--- src/hw/acmp_pkg.sv ---
// Constants, register map and field layouts of the comparator control block
package acmp_pkg;

  // Channel count and register bus geometry
  localparam int unsigned CHANNELS    = 3;
  localparam int unsigned ADDR_W      = 8;
  localparam int unsigned DATA_W      = 32;

  // Register byte offsets
  localparam logic [7:0] OFS_MASKED   = 8'h00;
  localparam logic [7:0] OFS_RAW      = 8'h04;
  localparam logic [7:0] OFS_INT_EN   = 8'h08;
  localparam logic [7:0] OFS_REF_CTL  = 8'h10;
  localparam logic [7:0] OFS_STAT0    = 8'h20;
  localparam logic [7:0] OFS_CTL0     = 8'h24;
  localparam logic [7:0] OFS_CH_STEP  = 8'h20;

  // Channel control register fields
  localparam int unsigned CTL_INVERT_BIT   = 1;
  localparam int unsigned CTL_SENSE_LSB    = 2;
  localparam int unsigned CTL_LEVEL_BIT    = 4;
  localparam int unsigned CTL_OUT_EN_BIT   = 8;
  localparam int unsigned CTL_SRC_LSB      = 9;

  // Channel status register field
  localparam int unsigned STAT_OUTPUT_VALUE_BIT_BIT    = 1;

  // Reference control register fields
  localparam int unsigned REF_TAP_LSB      = 0;
  localparam int unsigned REF_RANGE_BIT    = 8;
  localparam int unsigned REF_EN_BIT       = 9;

  // Ladder geometry
  localparam logic [4:0] LADDER_OFFSET     = 5'h08;
  localparam logic [5:0] LADDER_TOTAL_LOW  = 6'h20;
  localparam logic [5:0] LADDER_TOTAL_HIGH = 6'h18;

  // Reset value of every register
  localparam logic [31:0] RESET_VALUE      = 32'h0000_0000;

  // Positive input source codes
  typedef enum logic [1:0] {
    SRC_OWN_PIN  = 2'b00,
    SRC_OWN_ALT  = 2'b01,
    SRC_INTERNAL = 2'b10,
    SRC_RESERVED = 2'b11
  } src_sel_t;

  // Interrupt sense modes
  typedef enum logic [1:0] {
    SENSE_LEVEL   = 2'b00,
    SENSE_FALLING = 2'b01,
    SENSE_RISING  = 2'b10,
    SENSE_BOTH    = 2'b11
  } sense_t;

  // One channel's control settings
  typedef struct packed {
    src_sel_t src;
    logic     out_en;
    logic     level;
    sense_t   sense;
    logic     invert;
  } chan_ctl_t;

  // Shared reference settings
  typedef struct packed {
    logic       en;
    logic       range_high;
    logic [3:0] tap;
  } ref_ctl_t;

  // Setting delivered to the resistor ladder
  typedef struct packed {
    logic       en;
    logic [4:0] tap;
    logic [5:0] total;
  } ladder_t;

endpackage : acmp_pkg

--- src/hw/acmp_ctrl.sv ---
// Control, status and interrupt logic around three analog comparators
//
// Local design decisions: the Wishbone interface to the registers and the placing of the registers.
`timescale 1ns/100ps
`default_nettype none
module acmp_ctrl #(
  parameter int unsigned CHANNELS = acmp_pkg::CHANNELS
) (
  input  wire logic                         clk_i,
  input  wire logic                         rst_i,
  input  wire logic                         ce_i,
  // Wishbone slave
  input  wire logic                         cyc_i,
  input  wire logic                         stb_i,
  input  wire logic                         we_i,
  input  wire logic [acmp_pkg::ADDR_W-1:0]  adr_i,
  input  wire logic [3:0]                   sel_i,
  input  wire logic [acmp_pkg::DATA_W-1:0]  dat_i,
  output logic      [acmp_pkg::DATA_W-1:0]  dat_o,
  output logic                              ack_o,
  // Analog side
  input  wire logic [CHANNELS-1:0]          cmp_result_i,
  output acmp_pkg::src_sel_t [CHANNELS-1:0] positive_source_select_o,
  output acmp_pkg::ladder_t                 ladder_o,
  output logic      [CHANNELS-1:0]          output_pin_o,
  output logic      [CHANNELS-1:0]          output_pin_oe_o,
  // Controller side
  output logic                              irq_o,
  output logic                              sample_start_o
);

  // Register contents
  acmp_pkg::chan_ctl_t [CHANNELS-1:0] chan_ctl;       // Per-channel control
  acmp_pkg::ref_ctl_t                 ref_ctl;        // Shared reference control
  logic                [CHANNELS-1:0] raw_status;     // Sticky raw interrupt bits
  logic                [CHANNELS-1:0] int_enable;     // Interrupt enable bits

  // Comparator results on the system clock
  logic [CHANNELS-1:0] result_sync;                   // Synchronised compare results
  logic [CHANNELS-1:0] result_prev;                   // Previous synchronised results
  logic [CHANNELS-1:0] event_hit;                     // Interrupt condition this cycle
  logic [CHANNELS-1:0] masked_status;                 // Raw AND enable

  // Bus decoding
  logic                                bus_req;       // New request this cycle
  logic                                bus_wr;        // Write strobe this cycle
  logic                                bus_rd;        // Read strobe this cycle
  logic [acmp_pkg::DATA_W-1:0]         wr_data;       // Write data merged with old value by byte lanes
  logic [acmp_pkg::DATA_W-1:0]         next_dat;      // Read data for the answer
  logic [acmp_pkg::DATA_W-1:0]         old_value;     // Register contents at the address

  // Byte lane merge of write data into a current value
  function automatic logic [31:0] lane_merge(input logic [31:0] old_v, input logic [31:0] new_v,
                                             input logic [3:0] lanes);
    logic [31:0] res;
    res = old_v;
    for (int b = 0; b < 4; b++) begin
      if (lanes[b]) begin
        res[8*b +: 8] = new_v[8*b +: 8];
      end
    end
    return res;
  endfunction : lane_merge

  // Pack a channel's control settings into the register word
  function automatic logic [31:0] ctl_word(input acmp_pkg::chan_ctl_t c);
    logic [31:0] w;
    w = acmp_pkg::RESET_VALUE;
    w[acmp_pkg::CTL_INVERT_BIT]               = c.invert;
    w[acmp_pkg::CTL_SENSE_LSB +: 2]           = c.sense;
    w[acmp_pkg::CTL_LEVEL_BIT]                = c.level;
    w[acmp_pkg::CTL_OUT_EN_BIT]               = c.out_en;
    w[acmp_pkg::CTL_SRC_LSB +: 2]             = c.src;
    return w;
  endfunction : ctl_word

  // Pack the reference settings into the register word
  function automatic logic [31:0] ref_word(input acmp_pkg::ref_ctl_t r);
    logic [31:0] w;
    w = acmp_pkg::RESET_VALUE;
    w[acmp_pkg::REF_TAP_LSB +: 4]             = r.tap;
    w[acmp_pkg::REF_RANGE_BIT]                = r.range_high;
    w[acmp_pkg::REF_EN_BIT]                   = r.en;
    return w;
  endfunction : ref_word

  // Address of a channel's status register
  function automatic logic [7:0] stat_addr(input int unsigned ch);
    return acmp_pkg::OFS_STAT0 + 8'(ch) * acmp_pkg::OFS_CH_STEP;
  endfunction : stat_addr

  // Address of a channel's control register
  function automatic logic [7:0] ctl_addr(input int unsigned ch);
    return acmp_pkg::OFS_CTL0 + 8'(ch) * acmp_pkg::OFS_CH_STEP;
  endfunction : ctl_addr

  acmp_sync #(
    .WIDTH (CHANNELS)
  ) u_sync (
    .clk_i   (clk_i),
    .rst_i   (rst_i),
    .ce_i    (ce_i),
    .async_i (cmp_result_i),
    .sync_o  (result_sync)
  );

  acmp_ladder u_ladder (
    .clk_i    (clk_i),
    .rst_i    (rst_i),
    .ce_i     (ce_i),
    .ref_i    (ref_ctl),
    .ladder_o (ladder_o)
  );

  // A request is answered once, ack drops the cycle after
  assign bus_req = cyc_i && stb_i && !ack_o;
  // Writes land at the edge where the master samples ack high,
  // so a write never takes effect before the master sees it answered
  assign bus_wr  = cyc_i && stb_i && we_i && ack_o;
  // Read data is latched one edge early and stands with ack
  assign bus_rd  = bus_req && !we_i;

  // Previous results for edge sensing
  // Reset level matches the synchroniser, so no false edge follows reset
  always_ff @(posedge clk_i) begin
    if (rst_i) begin
      result_prev <= '0;
    end else if (ce_i) begin
      result_prev <= result_sync;
    end
  end

  // Per-channel interrupt condition from the sense mode
  always_comb begin
    for (int c = 0; c < CHANNELS; c++) begin
      case (chan_ctl[c].sense)
        // Level sense follows the chosen level
        acmp_pkg::SENSE_LEVEL:   event_hit[c] = (result_sync[c] == chan_ctl[c].level);
        // Edges compare against the previous synchronised result
        acmp_pkg::SENSE_FALLING: event_hit[c] = result_prev[c] && !result_sync[c];
        acmp_pkg::SENSE_RISING:  event_hit[c] = !result_prev[c] && result_sync[c];
        // Either edge
        acmp_pkg::SENSE_BOTH:    event_hit[c] = result_prev[c] ^ result_sync[c];
        // Unreachable with a two-bit code
        default:                 event_hit[c] = 1'b0;
      endcase
    end
  end

  // Masked bits are a view, not storage
  // masked is raw AND enable
  assign masked_status = raw_status & int_enable;

  // Current register contents at the bus address
  always_comb begin
    old_value = acmp_pkg::RESET_VALUE;
    case (adr_i)
      acmp_pkg::OFS_MASKED:  old_value[CHANNELS-1:0] = masked_status;
      acmp_pkg::OFS_RAW:     old_value[CHANNELS-1:0] = raw_status;
      acmp_pkg::OFS_INT_EN:  old_value[CHANNELS-1:0] = int_enable;
      // Shared reference settings
      acmp_pkg::OFS_REF_CTL: old_value = ref_word(ref_ctl);
      default: begin
        for (int c = 0; c < CHANNELS; c++) begin
          // Control word at this channel's control address
          if (adr_i == ctl_addr(c)) begin
            old_value = ctl_word(chan_ctl[c]);
          end
          if (adr_i == stat_addr(c)) begin
            old_value[acmp_pkg::STAT_OUTPUT_VALUE_BIT_BIT] = result_sync[c];
          end
        end
      end
    endcase
  end

  // Write data merged by byte lanes; read data as held
  assign wr_data  = lane_merge(old_value, dat_i, sel_i);
  assign next_dat = old_value;

  // Bus answer, one cycle after the strobe; unmapped reads give zero
  always_ff @(posedge clk_i) begin
    if (rst_i) begin
      ack_o <= 1'b0;
      dat_o <= acmp_pkg::RESET_VALUE;
    end else if (ce_i) begin
      ack_o <= bus_req;
      // Read data stands until the next read answer
      if (bus_rd) begin
        dat_o <= next_dat;
      end
    end
  end

  // Interrupt enable register
  always_ff @(posedge clk_i) begin
    if (rst_i) begin
      int_enable <= '0;
    end else if (ce_i) begin
      // Bits above the channel count are dropped
      // enable register written
      if (bus_wr && adr_i == acmp_pkg::OFS_INT_EN) begin
        int_enable <= wr_data[CHANNELS-1:0];
      end
    end
  end

  // Reference control register
  always_ff @(posedge clk_i) begin
    if (rst_i) begin
      ref_ctl <= '0;
    end else if (ce_i) begin
      // Each field taken from its own bit position
      // one reference control
      if (bus_wr && adr_i == acmp_pkg::OFS_REF_CTL) begin
        ref_ctl.tap        <= wr_data[acmp_pkg::REF_TAP_LSB +: 4];
        ref_ctl.range_high <= wr_data[acmp_pkg::REF_RANGE_BIT];
        ref_ctl.en         <= wr_data[acmp_pkg::REF_EN_BIT];
      end
    end
  end

  // Channel control registers, one per channel
  always_ff @(posedge clk_i) begin
    if (rst_i) begin
      chan_ctl <= '0;
    end else if (ce_i) begin
      for (int c = 0; c < CHANNELS; c++) begin
        if (bus_wr && adr_i == ctl_addr(c)) begin
          // Only the addressed channel changes
          chan_ctl[c].invert <= wr_data[acmp_pkg::CTL_INVERT_BIT];
          chan_ctl[c].sense  <= acmp_pkg::sense_t'(wr_data[acmp_pkg::CTL_SENSE_LSB +: 2]);
          chan_ctl[c].level  <= wr_data[acmp_pkg::CTL_LEVEL_BIT];
          chan_ctl[c].out_en <= wr_data[acmp_pkg::CTL_OUT_EN_BIT];
          chan_ctl[c].src    <= acmp_pkg::src_sel_t'(wr_data[acmp_pkg::CTL_SRC_LSB +: 2]);
        end
      end
    end
  end

  // Sticky raw status: event sets, write one to masked clears, set wins
  always_ff @(posedge clk_i) begin
    if (rst_i) begin
      raw_status <= '0;
    end else if (ce_i) begin
      for (int c = 0; c < CHANNELS; c++) begin
        // Level sense re-sets the bit while its level holds
        // raw set regardless of enable
        if (event_hit[c]) begin
          raw_status[c] <= 1'b1;
        end else if (bus_wr && adr_i == acmp_pkg::OFS_MASKED && sel_i[0] && dat_i[c]) begin
          raw_status[c] <= 1'b0;
        end
      end
    end
  end

  // line is OR of masked bits
  always_ff @(posedge clk_i) begin
    if (rst_i) begin
      irq_o <= 1'b0;
    end else if (ce_i) begin
      // Registered so the line cannot glitch
      irq_o <= |masked_status;
    end
  end

  // capture start on new enabled event
  always_ff @(posedge clk_i) begin
    if (rst_i) begin
      sample_start_o <= 1'b0;
    end else if (ce_i) begin
      // Only a bit going from clear to set starts a capture
      sample_start_o <= |(event_hit & ~raw_status & int_enable);
    end
  end

  // Positive source selection to the analog muxes
  always_ff @(posedge clk_i) begin
    if (rst_i) begin
      positive_source_select_o <= '0;
    end else if (ce_i) begin
      for (int c = 0; c < CHANNELS; c++) begin
        // channel zero never takes another pin
        if (c == 0 && chan_ctl[c].src == acmp_pkg::SRC_OWN_ALT) begin
          positive_source_select_o[c] <= acmp_pkg::SRC_OWN_PIN;
        end else begin
          // Reserved code 11 is passed on unchanged
          positive_source_select_o[c] <= chan_ctl[c].src;
        end
      end
    end
  end

  always_ff @(posedge clk_i) begin
    if (rst_i) begin
      output_pin_o    <= '0;
      output_pin_oe_o <= '0;
    end else if (ce_i) begin
      for (int c = 0; c < CHANNELS; c++) begin
        // Invert applies to the pin only, not to status
        output_pin_o[c] <= result_sync[c] ^ chan_ctl[c].invert;
        // shared pin left undriven when it is the input
        if (c != 0 && chan_ctl[c].src == acmp_pkg::SRC_OWN_PIN) begin
          output_pin_oe_o[c] <= 1'b0;
        end else begin
          output_pin_oe_o[c] <= chan_ctl[c].out_en;
        end
      end
    end
  end

endmodule : acmp_ctrl
`default_nettype wire

--- src/hw/acmp_ladder.sv ---
// Tap decoding for the internal reference resistor ladder
`timescale 1ns/100ps
`default_nettype none
module acmp_ladder (
  input  wire logic              clk_i,
  input  wire logic              rst_i,
  input  wire logic              ce_i,
  input  wire acmp_pkg::ref_ctl_t ref_i,
  output acmp_pkg::ladder_t      ladder_o
);

  // Ladder setting from enable, range and tap code
  always_ff @(posedge clk_i) begin
    if (rst_i) begin
      ladder_o <= '0;
    end else if (ce_i) begin
      if (!ref_i.en) begin
        ladder_o.en    <= 1'b0;
        ladder_o.tap   <= 5'h00;
        ladder_o.total <= ref_i.range_high ? acmp_pkg::LADDER_TOTAL_HIGH : acmp_pkg::LADDER_TOTAL_LOW;
      end else if (ref_i.range_high) begin
        ladder_o.en    <= 1'b1;
        ladder_o.tap   <= {1'b0, ref_i.tap};
        ladder_o.total <= acmp_pkg::LADDER_TOTAL_HIGH;
      end else begin
        ladder_o.en    <= 1'b1;
        ladder_o.tap   <= {1'b0, ref_i.tap} + acmp_pkg::LADDER_OFFSET;
        ladder_o.total <= acmp_pkg::LADDER_TOTAL_LOW;
      end
    end
  end

endmodule : acmp_ladder
`default_nettype wire

--- src/hw/acmp_sync.sv ---
// Two-stage synchroniser for the asynchronous compare results
`timescale 1ns/100ps
`default_nettype none
module acmp_sync #(
  parameter int unsigned WIDTH = 3
) (
  input  wire logic             clk_i,
  input  wire logic             rst_i,
  input  wire logic             ce_i,
  input  wire logic [WIDTH-1:0] async_i,
  output logic      [WIDTH-1:0] sync_o
);

  // First stage, read only by the second
  logic [WIDTH-1:0] meta;

  // Each bit gets its own two flops
  genvar g;
  generate
    for (g = 0; g < WIDTH; g++) begin : g_bit
      always_ff @(posedge clk_i) begin
        if (rst_i) begin
          meta[g]   <= 1'b0;
          sync_o[g] <= 1'b0;
        end else if (ce_i) begin
          meta[g]   <= async_i[g];
          sync_o[g] <= meta[g];
        end
      end
    end
  endgenerate

endmodule : acmp_sync
`default_nettype wire

--- config.mk ---
export PLATFORM = sky130hd
export DESIGN_NAME = acmp_ctrl
export DESIGN_NICKNAME = d
export VERILOG_FILES = /design/src/hw/acmp_pkg.sv /design/src/hw/acmp_ctrl.sv /design/src/hw/acmp_ladder.sv /design/src/hw/acmp_sync.sv
export SDC_FILE = /design/constraint.sdc
export NUM_CORES = 1
export LEC_CHECK = 0
export ABC_AREA = 0
export BUFFER_PORTS_ARGS = -buffer_cell sky130_fd_sc_hd__buf_2
export CAP_MARGIN = 30
export CORE_AREA = 2 2 88 90
export DETAILED_ROUTE_END_ITERATION = 10
export DIE_AREA = 0 0 90 92
export GPL_ROUTABILITY_DRIVEN = 0
export PLACE_DENSITY = 0.78
export SETUP_SLACK_MARGIN = 0.5
export SLEW_MARGIN = 15
export SYNTH_ARGS = -nofsm -noshare
export SYNTH_HDL_FRONTEND = slang
export SYNTH_SLANG_ARGS = --single-unit
--- constraint.sdc ---
create_clock -name clk_i -period 2.25 [get_ports clk_i]
set_clock_uncertainty 0.1 [all_clocks]
set_input_delay 0.1125 -clock clk_i [delete_from_list [all_inputs] [get_ports clk_i]]
set_output_delay 0.1125 -clock clk_i [all_outputs]
set_load 0.1 [all_outputs]
-- Yosys cells after proc, flatten, opt, wreduce, memory -nomap -nowiden
Cells that the tools add are included.
- eq/ne operators: 22
- add/sub/neg operators: 1
- reduce and logical (&&, ||, !) cells: 51
- bitwise logic cells: 10
- muxes and demuxes: 26
- operator list (cell ; count):
    2-to-1 mux 32 bit ; 3
    one-hot mux 29 bit (2 select lines) ; 1
    equality test 8 x 7 -> 1 bit, second input constant ; 4
    2-to-1 mux 11 bit ; 2
    logical AND 1 bit ; 21
    AND reduction 2 bit ; 9
    equality test 8 x 6 -> 1 bit, second input constant ; 2
    equality test 2 bit, second input constant ; 6
    2-to-1 mux 12 bit ; 1
    one-hot mux 1 bit (4 select lines) ; 3
    one-hot mux 3 bit (4 select lines) ; 1
    2-to-1 mux 1 bit ; 11
    logical NOT 2 bit ; 5
    bitwise AND 3 bit ; 3
    OR reduction 3 bit ; 3
    equality test 2 x 1 -> 1 bit, second input constant ; 4
    equality test 8 x 3 -> 1 bit, second input constant ; 1
    equality test 8 x 4 -> 1 bit, second input constant ; 1
    equality test 8 x 5 -> 1 bit, second input constant ; 1
    logical NOT 1 bit ; 8
    logical NOT 8 bit ; 1
    2-to-1 mux 6 bit ; 1
    nonzero test 2 bit ; 3
    bitwise XOR 1 bit ; 6
    7 further kinds ; 9
- bits of input ports: 53
- output and inout bits: 59
- flip-flop bits (word level): 101
- logic and storage cells: 151

-- Depth between registers and ports, before layout
- depth in word-level cells: 10
- gate-level depth with buffers: 8
- mapped depth without buffers: 7

-- Hierarchy
Synthesis repeated with hierarchy kept, for this count alone.
- cells, all modules: 435
- area total of the unflattened synthesis: 3748.6 µm²
- by module, submodules not included (module ; area each (µm²) ; instances ; cells each ; sequential area each (µm²)):
    acmp_ctrl ; 3181.8 ; 1 ; 377 ; 1181.1
    acmp_ladder ; 352.8 ; 1 ; 39 ; 160.2
    acmp_sync ; 214.0 ; 1 ; 19 ; 120.1

-- Least setup slack after synthesis
OpenSTA, ideal clock, no wires.
- kind: register to register
- start: reg ack_o
- end: reg raw_status[2]
- cell stages (with the launch flop): 5
- clock period less this slack: 2.314 ns
- slack: -0.064 ns
- library setup time: 0.132 ns
- arrival time: 2.082 ns
- cells stage by stage: dfxtp_1 nand3_1 or3_2 o41ai_1 a21oi_1
- cells in the longest elaborated chain, start to end: 6
- ends and longest elaborated chain (what ; RTL line ; source):
    start, declared ; acmp_ctrl.sv:20 ; output logic ack_o,
    start signal, assigned ; acmp_ctrl.sv:187 ; ack_o <= bus_req;
    logical AND 1 bit ; acmp_ctrl.sv:119 ; assign bus_wr = cyc_i && stb_i && we_i && ack_o;
    logical AND 1 bit (3 in series) ; acmp_ctrl.sv:251 ; end else if (bus_wr && adr_i == acmp_pkg::OFS_MASKED && sel_i[0] && dat_i[c]) begin
    nonzero test 2 bit (no source line) ; - ;
    AND reduction 2 bit (no source line) ; - ;
    end signal, assigned ; acmp_ctrl.sv:244 ; raw_status <= '0;
    end signal, assigned by index ; acmp_ctrl.sv:250 ; raw_status[c] <= 1'b1;
    end signal, assigned by index ; acmp_ctrl.sv:252 ; raw_status[c] <= 1'b0;
    end, declared ; acmp_ctrl.sv:35 ; logic [CHANNELS-1:0] raw_status;
No other way between the ends.
A chain may end at the register's enable or synchronous reset.

-- Final worst setup path
- start: reg u_sync.sync_o[0]
- end: reg sample_start_o
- cells in the longest elaborated chain, start to end: 6
- elaborated cells on any way between the ends: 9
- ends and longest elaborated chain (what ; RTL line ; source):
    start, declared ; acmp_sync.sv:11 ; output logic [WIDTH-1:0] sync_o
    start signal, assigned by index ; acmp_sync.sv:27 ; sync_o[g] <= meta[g];
    logical NOT 1 bit ; acmp_ctrl.sv:140 ; acmp_pkg::SENSE_FALLING: event_hit[c] = result_prev[c] && !result_sync[c];
    logical AND 1 bit ; acmp_ctrl.sv:140 ;
    one-hot mux 1 bit (4 select lines) (*) ; acmp_ctrl.sv:136 ; case (chan_ctl[c].sense)
    bitwise AND 3 bit (*) (2 in series) ; acmp_ctrl.sv:274 ; sample_start_o <= |(event_hit & ~raw_status & int_enable);
    OR reduction 3 bit (*) ; acmp_ctrl.sv:274 ;
    end signal, assigned ; acmp_ctrl.sv:274 ;
    end, declared ; acmp_ctrl.sv:29 ; output logic sample_start_o
Mark *: on every way between the ends. The rest lies on a longest branch, timed or not.

==> results.yml <==
worst_setup_path:
  required_ps: 2380
  criticalPathCategory: "reg2reg"
  crit_start: "u_sync.sync_o[0]"
  arrival_ps: 1880
  rr_startpoint: "u_sync.sync_o[0]"
  slowest_delay_ps: 510
  critPathCapture: "sample_start_o"
  crit_fanout: 4
  startpoint_type: "flop"
  endpoint_kind: "flop"
  r2r_cells: 6
  crit_chain: "buf_6, buf_4, xnor2_1, mux4_2, a22oi_2, o221ai_2"
  reg2reg_slack_ps: 510
  regToRegEndpoint: "sample_start_o"
  cpMaxStageDelayCell: "mux4_2"
timing:
  fin_crit_sh: 0.775
  whs_ps: 77.1
  setup_violations: 0
  setup_ws_ps: 505
  relSlewSlack: 0.663
  rsz0062_at_grt: "true"
  setup_tns_ps: 0
  worst_pin_slew_ps: 502
  hold_viol: 0
  fmax_mhz: 573
  finalMaxSlewViolations: 0
  fin_crit_ps: 1740
logic_synthesis:
  ys.warnings.count: 0
  syn_inst: 411
  async_flop_share: 0
  ys_top_cells_by_area: "dfxtp_1 (40%), mux2i_1 (8.7%), nor2_1 (6.4%), buf_4 (5.9%), ha_1 (2.4%)"
  synth.most_common_cell: "dfxtp_1"
  netlist_top_cells_count: "dfxtp_1 (73), nor2_1 (63), mux2i_1 (32)"
  syn_area_per_cell_um2: 8.94
  synth_area_leader_cell: "dfxtp_1"
  synth_cell_type_count: 54
  synth_area_um2: 3670
  seq_area_frac_synth: 0.398
  synth_flop_cell: "dfxtp_1"
  synth_top_area_share: 0.398
  synth-edff-count: 0
  ys_ff_latch: 73
run_status:
  outcome: "finished clean"
grt:
  grt_max_degree: 54
  grt_antenna_before_repair: 0
  gr-total-overflow: 0
  grt_util_all_layers: 0.219
  grt_pass1_vias: 2991
  grt_pass1_wl_um: 14400
cts:
  clk_latency_ps: 360
  numCtsBuffers: 9
  cts_tree: "yes"
  htreeDepth: 3
  cts_root_buffer: "clkbuf_8"
  clkTransAtPathRegs_ps: 80
  clk_path_buf_depth: 2
  clkSinkCount: 73
detailed_routing:
  routedWlPerCell_um: 15.4
  drt_iter0_markers: 290
  postRouteAntennaNets: 0
  vias: 3212
  drt_first_pass_iters: 4
  drcViolationCount: 0
  wl_um: 8890
  viasPerCell: 5.56
power:
  p_total_mw: 2.88
  vdd_drop_max_mv: 0.495
  power.density_nw_per_um2: 669
  power.leakage_nw: 1.87
cells_and_area:
  drive_gt1_frac: 0.242
  final_area_um2: 4300
  diodes: 0
  final_nets: 531
  instances_no_fill: 578
  final_core_util: 0.577
  syn_to_final_growth_pct: 17.0
place:
  dp_slack_ps: 208
  place_inst: 554
  dpl_cell_area_um2: 3960
  hpwlAfterDp_um: 6330
  port_buffers: 58
die:
  rows: 32
  die_h_um: 92
  die_area_um2: 8280
  initial_core_util: 0.493
  num_io_pins: 112
  core_region_area_um2: 7450
  die_w_um: 90
flow_run:
  maxCapViolations: 0
hold_path:
  min-delay-path-class: "in2reg"
  hold_depth: 4
==> flip-flops by register name, summed over array words and instances (netlist names), 3 cells and up <==
name	flops
u_ladder.ladder_o	8
result_prev	3
output_pin_o	3
dat_o	8
int_enable	3
raw_status	3
positive_source_select_o	6
chan_ctl	21
u_sync.sync_o	3
output_pin_oe_o	3
u_sync.meta	3
ref_ctl	6
==> per-layer routing <==
layer | GRT usage | wire (µm)
met1 | 0.283 | 3810
met2 | 0.345 | 4170
met3 | 0.0567 | 676
met4 | 0.101 | 229
met5 | 0 | 0
==> critical path: cells and delay by family (launching register included) <==
| kind | cells | cell delay [ps] |
|---|---|---|
| AO/OA/AOI/OAI | 2 | 280 |
| XOR/XNOR | 1 | 110 |
| buffers and inverters | 2 | 240 |
| flip-flops | 1 | 370 |
| multiplexers | 1 | 510 |
==> power breakdown <==
part,leakage (nW),switching [mW],internal (mW),total (mW)
clock network,0.0992,0.527,0.545,1.07
registers,0.593,0.0144,1.31,1.32
logic,1.18,0.392,0.0905,0.482
==> cell families after synthesis <==
family / share of synthesized area
simple gates: 0.195
compound gates: 0.145
flops: 0.398
buf+inv: 0.0957
mux: 0.127
fa+ha+maj: 0.0238
xor+xnor: 0.0143
other cells: 0.00102
==> worst min path at each step <==
stage / start / endpoint / slack (ps)
global placement: cmp_result_i[2] / u_sync.meta[2] / 250
finish: dat_i[1] / raw_status[1] / 80
detailed placement: cmp_result_i[1] / u_sync.meta[1] / 270
global route: dat_i[1] / raw_status[1] / 90
floorplan: cmp_result_i[0] / u_sync.meta[0] / 160
CTS: dat_i[1] / raw_status[1] / 60
==> final cells by class <==
| class | instances | area, µm² |
|---|---|---|
| flip-flops and latches | 73 | 1470 |
| multi-input cells | 301 | 2020 |
| repair buffers | 73 | 429 |
| inverters | 13 | 51.3 |
| well taps | 102 | 128 |
| clock inverters | 6 | 65.1 |
| clock buffers | 10 | 138 |
| fillers | 702 | 3150 |
==> cells in the final DEF, fill, tap and decap left out, types with 4 or more instances in the layout <==
master          n
xnor2_1         5
dlygate4sd3_1   4
o211ai_1        6
mux2_2          7
o22ai_1         4
mux2i_1        32
nand3b_1        8
nand2_1        22
nor3_1          8
buf_2          58
clkbuf_8       10
o21ai_0        13
buf_4           9
a21oi_1        14
a22oi_1        10
nor2_1         63
a211oi_1        7
inv_1          12
ha_1            6
nor2b_1         4
dfxtp_1        71
conb_1         27
nand3_1        10
==> repair_timing <==
action / 4_1_cts / 5_1_grt
gates resized for setup: 3 / 13
hold endpoints to repair: 5 / 0
setup buffers: 0 / 4
hold buffers: 4 / 0
setup endpoints to repair: 5 / 13
pin swaps: 0 / 7
(Power assumes the default switching activity.)
